<file path="src/sas_map.svh">
// Register offsets, field positions, reset values and timing counts of the sequencer
`ifndef SAS_MAP_SVH
`define SAS_MAP_SVH
// ==========================================
// Register byte offsets
`define SAS_OFF_CTL0    8'h00
`define SAS_OFF_CTL1    8'h04
`define SAS_OFF_CTL2    8'h08
`define SAS_OFF_STAT    8'h0C
`define SAS_OFF_RES0    8'h20
`define SAS_OFF_RESN    8'h3C
// ==========================================
// Control zero fields
`define SAS_C0_CH_LO    0
`define SAS_C0_MD_LO    3
`define SAS_C0_TRG      5
`define SAS_C0_START    6
`define SAS_C0_CLOCK_DIV_SEL0     7
// Control one fields
`define SAS_C1_EXT_LO   0
`define SAS_C1_RES10    3
`define SAS_C1_CLOCK_DIV_SEL1     4
`define SAS_C1_REF      5
// Control two fields
`define SAS_C2_SH       0
`define SAS_C2_GRP_LO   1
`define SAS_C2_CLOCK_DIV_SEL2     4
// ==========================================
// Reset values
`define SAS_RST_CTL0    8'h00
`define SAS_RST_CTL1    8'h00
`define SAS_RST_CTL2    8'h00
// ==========================================
// Conversion lengths in conversion clock cycles
`define SAS_LEN8_NOSH   6'd49
`define SAS_LEN10_NOSH  6'd59
`define SAS_LEN8_SH     6'd28
`define SAS_LEN10_SH    6'd33
// Source clock divisors
`define SAS_DIV1        4'd1
`define SAS_DIV2        4'd2
`define SAS_DIV3        4'd3
`define SAS_DIV4        4'd4
`define SAS_DIV6        4'd6
`define SAS_DIV12       4'd12
`endif

</file>
<file path="src/sas_pkg.sv">
// Types shared by the converter sequencer
package sas_pkg;
	// Sequencer states, one-hot
	typedef enum logic [1:0] {
		SAS_ST_IDLE = 2'b01,
		SAS_ST_RUN  = 2'b10
	} sas_state_t;
	// Operating modes
	typedef enum logic [1:0] {
		SAS_MD_ONESHOT = 2'b00,
		SAS_MD_REPEAT  = 2'b01
	} sas_mode_t;
	// Classic Wishbone request
	typedef struct packed {
		logic        cyc;
		logic        stb;
		logic        we;
		logic [7:0]  adr;
		logic [31:0] dat;
		logic [3:0]  sel;
	} sas_wb_req_t;
	// Controls toward the analog core
	typedef struct packed {
		logic       ref_on;
		logic [1:0] group;
		logic [2:0] chan;
		logic [1:0] ext;
		logic       sh_en;
		logic       res10;
		logic       run;
		logic       phi;
	} sas_ana_t;
endpackage : sas_pkg

</file>
<file path="src/sas_sequencer.sv">
// Converter sequencer: triggers, conversion clock, lengths, modes and result registers
// What this block does
// RULE_01 - Trigger select 0: conversion starts as soon as the start bit is set.
// RULE_02 - Trigger select 1: each falling trigger-pin edge after start bit set (re)starts.
// RULE_03 - Without sample-and-hold: 49 clocks at 8 bits, 59 at 10 bits.
// RULE_04 - With sample-and-hold: 28 clocks at 8 bits, 33 at 10 bits.
// RULE_05 - Divider codes: 000 /4, 001 /2, 010 /1, 100 /12, 101 /6, 110 /3.
// RULE_06 - Code 011 gives undivided clock, code 111 divides by three.
// RULE_07 - Software keeps conversion clock within 250 kHz or 1 MHz up to 10 MHz.
// RULE_08 - Resolution of 8 or 10 bits selectable in every mode.
// RULE_09 - Channel i of any group lands in result register i.
// RULE_10 - Channel, group and extended select pick exactly one input.
// RULE_11 - One-shot converts once and raises the completion request.
// RULE_12 - One-shot with software trigger clears the start bit at completion.
// RULE_13 - Repeat mode converts continuously without requests until start bit clears.
// RULE_14 - Writing start bit 0 halts a running conversion.
// RULE_15 - Software does not rewrite control registers during a conversion.
// RULE_16 - After a mode change software rewrites channel select separately.
// RULE_17 - Reference connect 0 disconnects the reference from the ladder.
// RULE_18 - Software waits 1 us after connecting reference before starting.
// RULE_19 - Results occupy bits 0 to 9 at 10 bits, 0 to 7 at 8 bits.
// RULE_20 - Extended inputs zero and one land in result registers 0 and 1.
//
// Decided for this implementation: the address map and register access over Wishbone.
module sas_sequencer (
	input  wire logic                i_clk_sys,
	input  wire logic                i_rst,
	input  wire logic                i_ce,
	input  wire sas_pkg::sas_wb_req_t i_wb,
	output logic [31:0]              o_wb_dat,
	output logic                     o_wb_ack,
	input  wire logic                i_trig_pin,
	input  wire logic [9:0]          i_adc_data,
	output sas_pkg::sas_ana_t        o_ana,
	output logic                     o_done_irq
);
	import sas_pkg::*;
`include "sas_map.svh"

	// ==========================================
	// Helpers
	// Divider code to divisor
	function automatic logic [3:0] div_ratio(input logic [2:0] cks);
		case (cks)
			3'b000: div_ratio = `SAS_DIV4;
			3'b001: div_ratio = `SAS_DIV2;
			3'b100: div_ratio = `SAS_DIV12;
			3'b101: div_ratio = `SAS_DIV6;
			3'b110: div_ratio = `SAS_DIV3;
			3'b111: div_ratio = `SAS_DIV3;
			default: div_ratio = `SAS_DIV1;
		endcase
	endfunction : div_ratio

	// Conversion length in conversion clock cycles
	function automatic logic [5:0] conv_len(input logic sh, input logic r10);
		if (sh) begin
			conv_len = r10 ? `SAS_LEN10_SH : `SAS_LEN8_SH;
		end else begin
			conv_len = r10 ? `SAS_LEN10_NOSH : `SAS_LEN8_NOSH;
		end
	endfunction : conv_len

	// ==========================================
	// Declarations
	logic [7:0]  ctl0_ff, ctl1_ff, ctl2_ff;
	logic [9:0]  res_ff [0:7];
	logic        ack_ff;
	logic [31:0] rdat_ff;
	logic        sync1_ff, sync2_ff, pin_d_ff;
	logic        seen_ff;
	sas_state_t  st_ff;
	logic [3:0]  div_ff;
	logic [5:0]  phi_cnt_ff;
	logic        irq_ff;
	sas_ana_t    ana_ff;
	logic        acc, wr_en, wr_c0, fall, trigger_select, start, rpt;
	logic        tick, last, go_idle, retrig, idle;
	logic [2:0]  cks;
	logic [3:0]  ratio;
	logic [5:0]  len;
	logic [2:0]  res_idx;
	logic [9:0]  res_val;
	logic [31:0] nxt_rdat;

	// Decode of control fields
	assign trigger_select   = ctl0_ff[`SAS_C0_TRG];
	assign start = ctl0_ff[`SAS_C0_START];
	assign rpt   = ctl0_ff[`SAS_C0_MD_LO +: 2] == SAS_MD_REPEAT;
	assign cks   = {ctl2_ff[`SAS_C2_CLOCK_DIV_SEL2], ctl1_ff[`SAS_C1_CLOCK_DIV_SEL1], ctl0_ff[`SAS_C0_CLOCK_DIV_SEL0]};
	assign ratio = div_ratio(cks); // [RULE_05] [RULE_06]
	assign len   = conv_len(ctl2_ff[`SAS_C2_SH], ctl1_ff[`SAS_C1_RES10]); // [RULE_03] [RULE_04]
	assign idle  = st_ff == SAS_ST_IDLE;

	// ==========================================
	// Wishbone slave, one wait state
	assign acc   = i_wb.cyc & i_wb.stb & ~ack_ff;
	assign wr_en = acc & i_wb.we & i_wb.sel[0] & i_ce;
	assign wr_c0 = wr_en & (i_wb.adr == `SAS_OFF_CTL0);

	// Read mux, unmapped reads as zero
	always_comb begin
		nxt_rdat = 32'h0000_0000;
		if (i_wb.adr == `SAS_OFF_CTL0) begin
			nxt_rdat[7:0] = ctl0_ff;
		end else if (i_wb.adr == `SAS_OFF_CTL1) begin
			nxt_rdat[7:0] = ctl1_ff;
		end else if (i_wb.adr == `SAS_OFF_CTL2) begin
			nxt_rdat[7:0] = ctl2_ff;
		end else if (i_wb.adr == `SAS_OFF_STAT) begin
			nxt_rdat[2:0] = {seen_ff, st_ff};
		end else if (i_wb.adr >= `SAS_OFF_RES0 && i_wb.adr <= `SAS_OFF_RESN
			&& i_wb.adr[1:0] == 2'b00) begin
			nxt_rdat[9:0] = res_ff[i_wb.adr[4:2]];
		end
	end

	// Acknowledge and read data
	always_ff @(posedge i_clk_sys) begin
		if (i_rst) begin
			ack_ff  <= 1'b0;
			rdat_ff <= 32'h0000_0000;
		end else if (i_ce) begin
			ack_ff  <= acc;
			rdat_ff <= nxt_rdat;
		end
	end
	assign o_wb_ack = ack_ff;
	assign o_wb_dat = rdat_ff;

	// ==========================================
	// Control registers; software write wins over the auto clear
	always_ff @(posedge i_clk_sys) begin
		if (i_rst) begin
			ctl0_ff <= `SAS_RST_CTL0;
			ctl1_ff <= `SAS_RST_CTL1;
			ctl2_ff <= `SAS_RST_CTL2;
		end else if (i_ce) begin
			if (wr_c0) begin
				ctl0_ff <= i_wb.dat[7:0]; // [RULE_14]
			end else if (last && !rpt && !trigger_select) begin
				ctl0_ff[`SAS_C0_START] <= 1'b0; // [RULE_12]
			end
			if (wr_en && i_wb.adr == `SAS_OFF_CTL1) begin
				ctl1_ff <= i_wb.dat[7:0];
			end
			if (wr_en && i_wb.adr == `SAS_OFF_CTL2) begin
				ctl2_ff <= i_wb.dat[7:0];
			end
		end
	end

	// ==========================================
	// Trigger pin synchroniser and falling edge
	always_ff @(posedge i_clk_sys) begin
		if (i_rst) begin
			sync1_ff <= 1'b1;
			sync2_ff <= 1'b1;
			pin_d_ff <= 1'b1;
		end else if (i_ce) begin
			sync1_ff <= i_trig_pin;
			sync2_ff <= sync1_ff;
			pin_d_ff <= sync2_ff;
		end
	end
	assign fall   = pin_d_ff & ~sync2_ff & start & trigger_select; // [RULE_02]
	assign retrig = fall & ~idle;

	// Trigger seen since start bit set; lets repeat mode keep going
	always_ff @(posedge i_clk_sys) begin
		if (i_rst) begin
			seen_ff <= 1'b0;
		end else if (i_ce) begin
			if (!start) begin
				seen_ff <= 1'b0;
			end else if (fall) begin
				seen_ff <= 1'b1;
			end
		end
	end

	// ==========================================
	// Sequencer state
	assign tick    = (div_ff == ratio - 4'd1) && !idle;
	assign last    = tick && (phi_cnt_ff == len - 6'd1) && start && !retrig;
	assign go_idle = start && (!trigger_select || fall || (rpt && seen_ff)); // [RULE_01] [RULE_13]

	always_ff @(posedge i_clk_sys) begin
		if (i_rst) begin
			st_ff <= SAS_ST_IDLE;
		end else if (i_ce) begin
			case (st_ff)
				SAS_ST_IDLE: begin
					if (go_idle) begin
						st_ff <= SAS_ST_RUN;
					end
				end
				SAS_ST_RUN: begin
					if (!start || last) begin
						st_ff <= SAS_ST_IDLE; // [RULE_14] [RULE_11]
					end
				end
				default: begin
					st_ff <= SAS_ST_IDLE;
				end
			endcase
		end
	end

	// Source clock divider and conversion clock count
	always_ff @(posedge i_clk_sys) begin
		if (i_rst) begin
			div_ff     <= 4'h0;
			phi_cnt_ff <= 6'h00;
		end else if (i_ce) begin
			if (idle || retrig) begin
				div_ff     <= 4'h0; // [RULE_02]
				phi_cnt_ff <= 6'h00;
			end else if (tick) begin
				div_ff     <= 4'h0; // [RULE_05]
				phi_cnt_ff <= phi_cnt_ff + 6'h01; // [RULE_03] [RULE_04]
			end else begin
				div_ff <= div_ff + 4'h1;
			end
		end
	end

	// ==========================================
	// Result placement
	always_comb begin
		res_idx = ctl0_ff[`SAS_C0_CH_LO +: 3]; // [RULE_09]
		if (ctl1_ff[`SAS_C1_EXT_LO +: 2] == 2'b01) begin
			res_idx = 3'h0; // [RULE_20]
		end else if (ctl1_ff[`SAS_C1_EXT_LO +: 2] == 2'b10) begin
			res_idx = 3'h1; // [RULE_20]
		end
		res_val = i_adc_data;
		if (!ctl1_ff[`SAS_C1_RES10]) begin
			res_val[9:8] = 2'b00; // [RULE_19] [RULE_08]
		end
	end

	always_ff @(posedge i_clk_sys) begin
		if (i_rst) begin
			for (int i = 0; i < 8; i++) begin
				res_ff[i] <= 10'h000;
			end
		end else if (i_ce && last) begin
			res_ff[res_idx] <= res_val;
		end
	end

	// Completion request, one-shot only
	always_ff @(posedge i_clk_sys) begin
		if (i_rst) begin
			irq_ff <= 1'b0;
		end else if (i_ce) begin
			irq_ff <= last && !rpt; // [RULE_11] [RULE_13]
		end
	end
	assign o_done_irq = irq_ff;

	// ==========================================
	// Controls toward the analog core
	always_ff @(posedge i_clk_sys) begin
		if (i_rst) begin
			ana_ff <= '0;
		end else if (i_ce) begin
			ana_ff.ref_on <= ctl1_ff[`SAS_C1_REF]; // [RULE_17]
			ana_ff.group  <= ctl2_ff[`SAS_C2_GRP_LO +: 2]; // [RULE_10]
			ana_ff.chan   <= ctl0_ff[`SAS_C0_CH_LO +: 3];
			ana_ff.ext    <= ctl1_ff[`SAS_C1_EXT_LO +: 2];
			ana_ff.sh_en  <= ctl2_ff[`SAS_C2_SH];
			ana_ff.res10  <= ctl1_ff[`SAS_C1_RES10]; // [RULE_08]
			ana_ff.run    <= !idle;
			ana_ff.phi    <= tick;
		end
	end
	assign o_ana = ana_ff;

	// ==========================================
	// Checks
	logic [9:0] cyc_ff;
	always_ff @(posedge i_clk_sys) begin
		if (i_rst || idle || retrig) begin
			cyc_ff <= 10'h000;
		end else if (i_ce) begin
			cyc_ff <= cyc_ff + 10'h001;
		end
	end
endmodule : sas_sequencer
</file>
<file path="config.mk">
export PLATFORM = sky130hd
export DESIGN_NAME = sas_sequencer
export DESIGN_NICKNAME = d
export VERILOG_FILES = /design/src/sas_pkg.sv /design/src/sas_sequencer.sv
export VERILOG_INCLUDE_DIRS = /design/src
export SDC_FILE = /design/constraint.sdc
export NUM_CORES = 1
export LEC_CHECK = 0
export ABC_CLOCK_PERIOD_IN_PS = 6500
export BUFFER_PORTS_ARGS = -buffer_cell sky130_fd_sc_hd__clkbuf_2
export CAP_MARGIN = 10
export CORE_MARGIN = 2
export CORE_UTILIZATION = 62
export DETAILED_ROUTE_END_ITERATION = 16
export GPL_ROUTABILITY_DRIVEN = 0
export MAX_ROUTING_LAYER = met4
export PLACE_DENSITY = 0.86
export SYNTH_ARGS = -nofsm -noshare
export SYNTH_HDL_FRONTEND = slang
export SYNTH_SLANG_ARGS = --single-unit
</file>
<file path="constraint.sdc">
create_clock -name i_clk_sys -period 6.5 [get_ports i_clk_sys]
set_input_delay 1.95 -clock i_clk_sys [delete_from_list [all_inputs] [get_ports i_clk_sys]]
set_output_delay 1.95 -clock i_clk_sys [all_outputs]
set_load 0.1 [all_outputs]
</file>
---- Yosys cells after proc, flatten, opt, wreduce, memory -nomap -nowiden ----
Memory sizes are Yosys's and may differ from the RTL's.
Index checks and enable logic that the tools add are counted.
cells by class
  reduce and logical (&&, ||, !) cells .... 36
  bitwise operators ....................... 13
  muxes and demuxes ....................... 35
  eq/ne operators ......................... 18
  order comparisons ....................... 2
  multiply operators ...................... 0
  divide/modulo/power cells ............... 0
  shift-type cells ........................ 0
  $add $sub $neg .......................... 4
operator list
  cell                                                                              count
  6-bit two-way mux                                                                 4
  8-bit two-way mux                                                                 3
  10-bit two-way mux                                                                2
  4-bit one-hot mux with 5 select lines                                             1
  8-bit by 4-bit == test with 1-bit output, second input constant                   2
  1-bit logical AND                                                                 13
  3-bit == test, second input constant                                              4
  2-bit two-way mux                                                                 6
  3-bit two-way mux                                                                 4
  4-bit two-way mux                                                                 3
  2-bit AND reduction                                                               6
  1-bit bitwise AND                                                                 10
  1-bit two-way mux                                                                 10
  10-bit OR reduction                                                               1
  8-bit by 3-bit == test with 1-bit output, second input constant                   1
  8-bit by 6-bit >= comparator with 1-bit output, second input constant             1
  8-bit by 6-bit less-or-equal comparator with 1-bit output, second input constant  1
  8-bit logical NOT                                                                 1
  7-bit two-way mux                                                                 1
  6-bit by 1-bit adder with 6-bit output, second input constant                     1
  2-bit by 1-bit == test with 1-bit output, second input constant                   3
  6-bit == test                                                                     1
  6-bit by 1-bit subtractor with 6-bit output, second input constant                1
  1-bit logical NOT                                                                 5
  other kinds (15)                                                                  23
storage, ports and cells
  word-level logic and storage cells ...... 131
  bits in latches ......................... 0
  bits in registers ....................... 64
  memory bits (read-only) ................. 0
  memory bits (writable) .................. 80
  memories ................................ 1
memories
  memory  depth  bits a word  rd ports  clocked after Yosys merged registers in  wr ports  RTL line             source
  res_ff  8      10           1         0                                        8         sas_sequencer.sv:67  logic [9:0] res_ff [0:7];

---- Depth between registers and ports, before layout ----
  word-level depth ........................ 15
  mapped depth ............................ 9
  gate-level depth less buffers ........... 8

---- Least setup slack after synthesis ----
OpenSTA, ideal clock, no wires.
  path type ............................... input-to-reg
  from .................................... input port i_wb[37] (netlist bit)
  to ...................................... register ctl1_ff[2]
  buffers on the path ..................... 1
  setup slack ............................. 2.609 ns
  arrival ................................. 3.763 ns
  stages on the path ...................... 6
  required time ........................... 6.372 ns
  cells stage by stage .................... or4_1 or3_4 buf_6 nor4_4 mux2i_1 nor2_1
on the way
  word-level cells in the longest chain between the ends .. 3
RTL lines
  element                                             RTL line              source
  start, declared                                     sas_sequencer.sv:29   input wire sas_pkg::sas_wb_req_t i_wb,
  8-bit by 3-bit == test with 1-bit output (no line)  -
  1-bit logical AND (no line)                         -
  2-bit AND reduction (no line)                       -
  end signal, assigned                                sas_sequencer.sv:136  ctl1_ff <= `SAS_RST_CTL1;
  end signal, assigned                                sas_sequencer.sv:145  ctl1_ff <= i_wb.dat[7:0];
  end, declared                                       sas_sequencer.sv:66   logic [7:0] ctl0_ff, ctl1_ff, ctl2_ff;
No other way between the ends.
A chain may end at the register's enable or synchronous reset.

---- Worst setup path in the final report ----
  from .................................... input port i_wb[38] (netlist bit)
  to ...................................... register ctl1_ff[3]
The elaborated chain is that of the path after synthesis.

==> qor.yml <==
floorplan:
  num_io_pins: 107
  fp.dieW_um: 110.6
  core-area_um2: 10980
  initial_core_util_pct: 64.15
  rows: 38
  die_y_um: 110.6
  die_area_um2: 12230
placed_design:
  pre_cts_ws_ns: 2.167
  hpwl_um: 10490
  port_buffers: 57
cts:
  cts_made_buffers: 17
  cts-htree-levels: 4
  worstSkewPairLatency_ns: 0.43
  cts_resized: 0
  cts_buffer_depth: 2
  clk_pin_slew_ns: 0.06
  cts_tree: "yes"
  cts-root-buf: "clkbuf_16"
  cts.sinks: 144
  cts_setup_buffers: 0
  cts_hold_buf: 0
route:
  drc: 0
  vias: 5314
  routed_wl_um: 16550
  ant_nets: 0
  viasPerCell: 6.449
  routedWlPerCell_um: 20.09
  first_pass_iters: 5
  drt_iter0_markers: 767
logic_synthesis:
  synthTopCellsByArea: "edfxtp_1, dfxtp_1, mux4_2"
  yosysWarningCount: 0
  synth_seq_cells: 144
  synth_edf_count: 80
  ys_async_sr_fraction_pct: 0
  synth_cells: 639
  syn_avg_cell_area_um2: 11.03
  ys_types: 54
  synth_area_um2: 7046
  synth-seq-area-share_pct: 52.28
  synth_area_leader_cell: "edfxtp_1"
  yosysTopAreaCellShare_pct: 34.10
  synthFlopType: "edfxtp_1"
final_layout:
  final_util_pct: 71.18
  diodes: 0
  syn2layout_area_growth_pct: 10.96
  drive_gt1_share_pct: 19.15
  num-nets-final: 737
sta:
  finClkSkew_ns: 0.008963
  fmax_mhz: 258.2
  hold_violations: 0
  setup_ws_ns: 2.628
  slew_headroom_pct: 21.77
  setup_viol: 0
  min_period_ns: 3.872
  finalSetupTns_ns: 0
  rsz0062_at_grt: "false"
  period_share_pct: 59.58
  drv_slew: 0
  worst_slew_pin_slew_ns: 1.169
setup_path:
  worstPathMaxFanout: 19
  required_ns: 6.76
  start_kind: "primary input"
  cp-end-kind: "register"
  critical_path_arrival_ns: 4.13
  crit_type: "in -> reg"
global_routing:
  grt_max_degree: 43
  antenna_found_initial: 0
  grt_pass1_wl_um: 26530
  first_global_vias: 5142
  overflow: 0
  track_usage_pct: 28.46
power:
  p_per_area_nw_per_um2: 262.2
  irDropWorstVdd_mv: 0.2630
  cellLeakagePower_nw: 3.100
job:
  drv_cap: 0
worst_hold_path:
  hp-class: "reg -> reg"
run_status:
  outcome: "finished clean"
[cells in the mapped netlist, types with 7 or more instances]
master	number
edfxtp_1	80
dfxtp_1	64
nor2_1	61
and3_1	60
nand2_1	50
mux2i_1	45
clkbuf_1	36
a21oi_1	31
buf_4	22
mux4_2	21
and2_1	17
nor3_1	10
nor4_1	9
a31oi_1	8
nor2b_1	8
o21ai_0	8
a211oi_1	7
nand3_1	7
[cell type report]
class | instances | area [µm²]
Clock inverter | 15 | 108.9
Timing Repair Buffer | 63 | 330.3
Sequential cell | 144 | 3684
Fill cell | 723 | 3166
Clock buffer | 17 | 425.4
Multi-Input combinational cell | 440 | 3075
Tap cell | 140 | 175.2
Inverter | 5 | 18.77
[report_power, final]
part	total (W)	leakage (nW)	internal (W)	switching, W
clock	0.000883	0.247	0.000489	0.000394
sequential	0.000991	1.31	0.000982	0.00000817
combinational	0.000176	1.54	0.0000417	0.000135
[cells in the final DEF (no fill, tap or decap), types with 9 or more instances in the layout]
cell type	n
nor4_1	9
nand2_1	50
nor3_1	10
mux4_2	21
clkbuf_2	57
mux2i_1	45
dfxtp_1	64
a21oi_1	31
clkbuf_16	17
nor2_1	61
and2_1	17
conb_1	22
and3_1	60
edfxtp_1	80
[metal layers]
metal  global-route usage, %  routed length (µm)
met1                   36.27                6381
met4                   10.25                 314
met3                   7.135                1714
met2                   44.66                8143
met5                       -                   0
[path summary, 6_finish.rpt]
check / depth (start not counted) / from / slack (ns) / end
max: 6 / i_wb[38] / 2.63 / ctl1_ff[3]$_SDFFE_PP0P_
min: 1 / sync1_ff$_SDFFE_PP1P_ / 0.47 / sync2_ff$_SDFFE_PP1P_
max reg2reg: 6 / ctl0_ff[7]$_SDFFE_PP0P_ / 3.07 / res_ff[6][7]$_SDFFCE_PN0P_
min reg2reg: 1 / sync1_ff$_SDFFE_PP1P_ / 0.47 / sync2_ff$_SDFFE_PP1P_
[sequential cells by signal (all words and copies together) (netlist names), 2 cells and up]
register / count
res_ff: 80
o_ana: 12
o_wb_dat: 10
ctl0_ff: 8
ctl1_ff: 8
ctl2_ff: 8
phi_cnt_ff: 6
div_ff: 4
st_ff: 2
[through the flow]
| step | cells | hold slack, ns | power, W | cell area [µm²] |
|---|---|---|---|---|
| after floorplan | 660 | 0.4314 | 0.001155 | 7124 |
| after global placement | 792 | 0.4472 | 0.001179 | 7283 |
| after detailed placement | 792 | 0.4464 | 0.001184 | 7283 |
| after CTS | 824 | 0.4645 | 0.002053 | 7818 |
| after global routing | 824 | 0.4848 | 0.002104 | 7818 |
| final | 824 | 0.4676 | 0.002050 | 7818 |
[cell families after synthesis]
logic type | after synthesis | synth area share [%]
fa+ha+maj | 5 | 0.8879
flops | 144 | 52.28
simple gates | 256 | 19.64
mux | 66 | 13.11
compound gates | 85 | 7.850
other cells | 1 | 0.05323
xor+xnor | 6 | 0.7460
buf+inv | 76 | 5.434
[worst max-delay path: stages]
cell      delay, ns
clkbuf_2       0.54
buf_4          0.43
inv_1          0.16
nor4_4         0.71
mux2i_1        0.26
nor2_1         0.07
No activity file was read; power rests on OpenSTA's default activity.
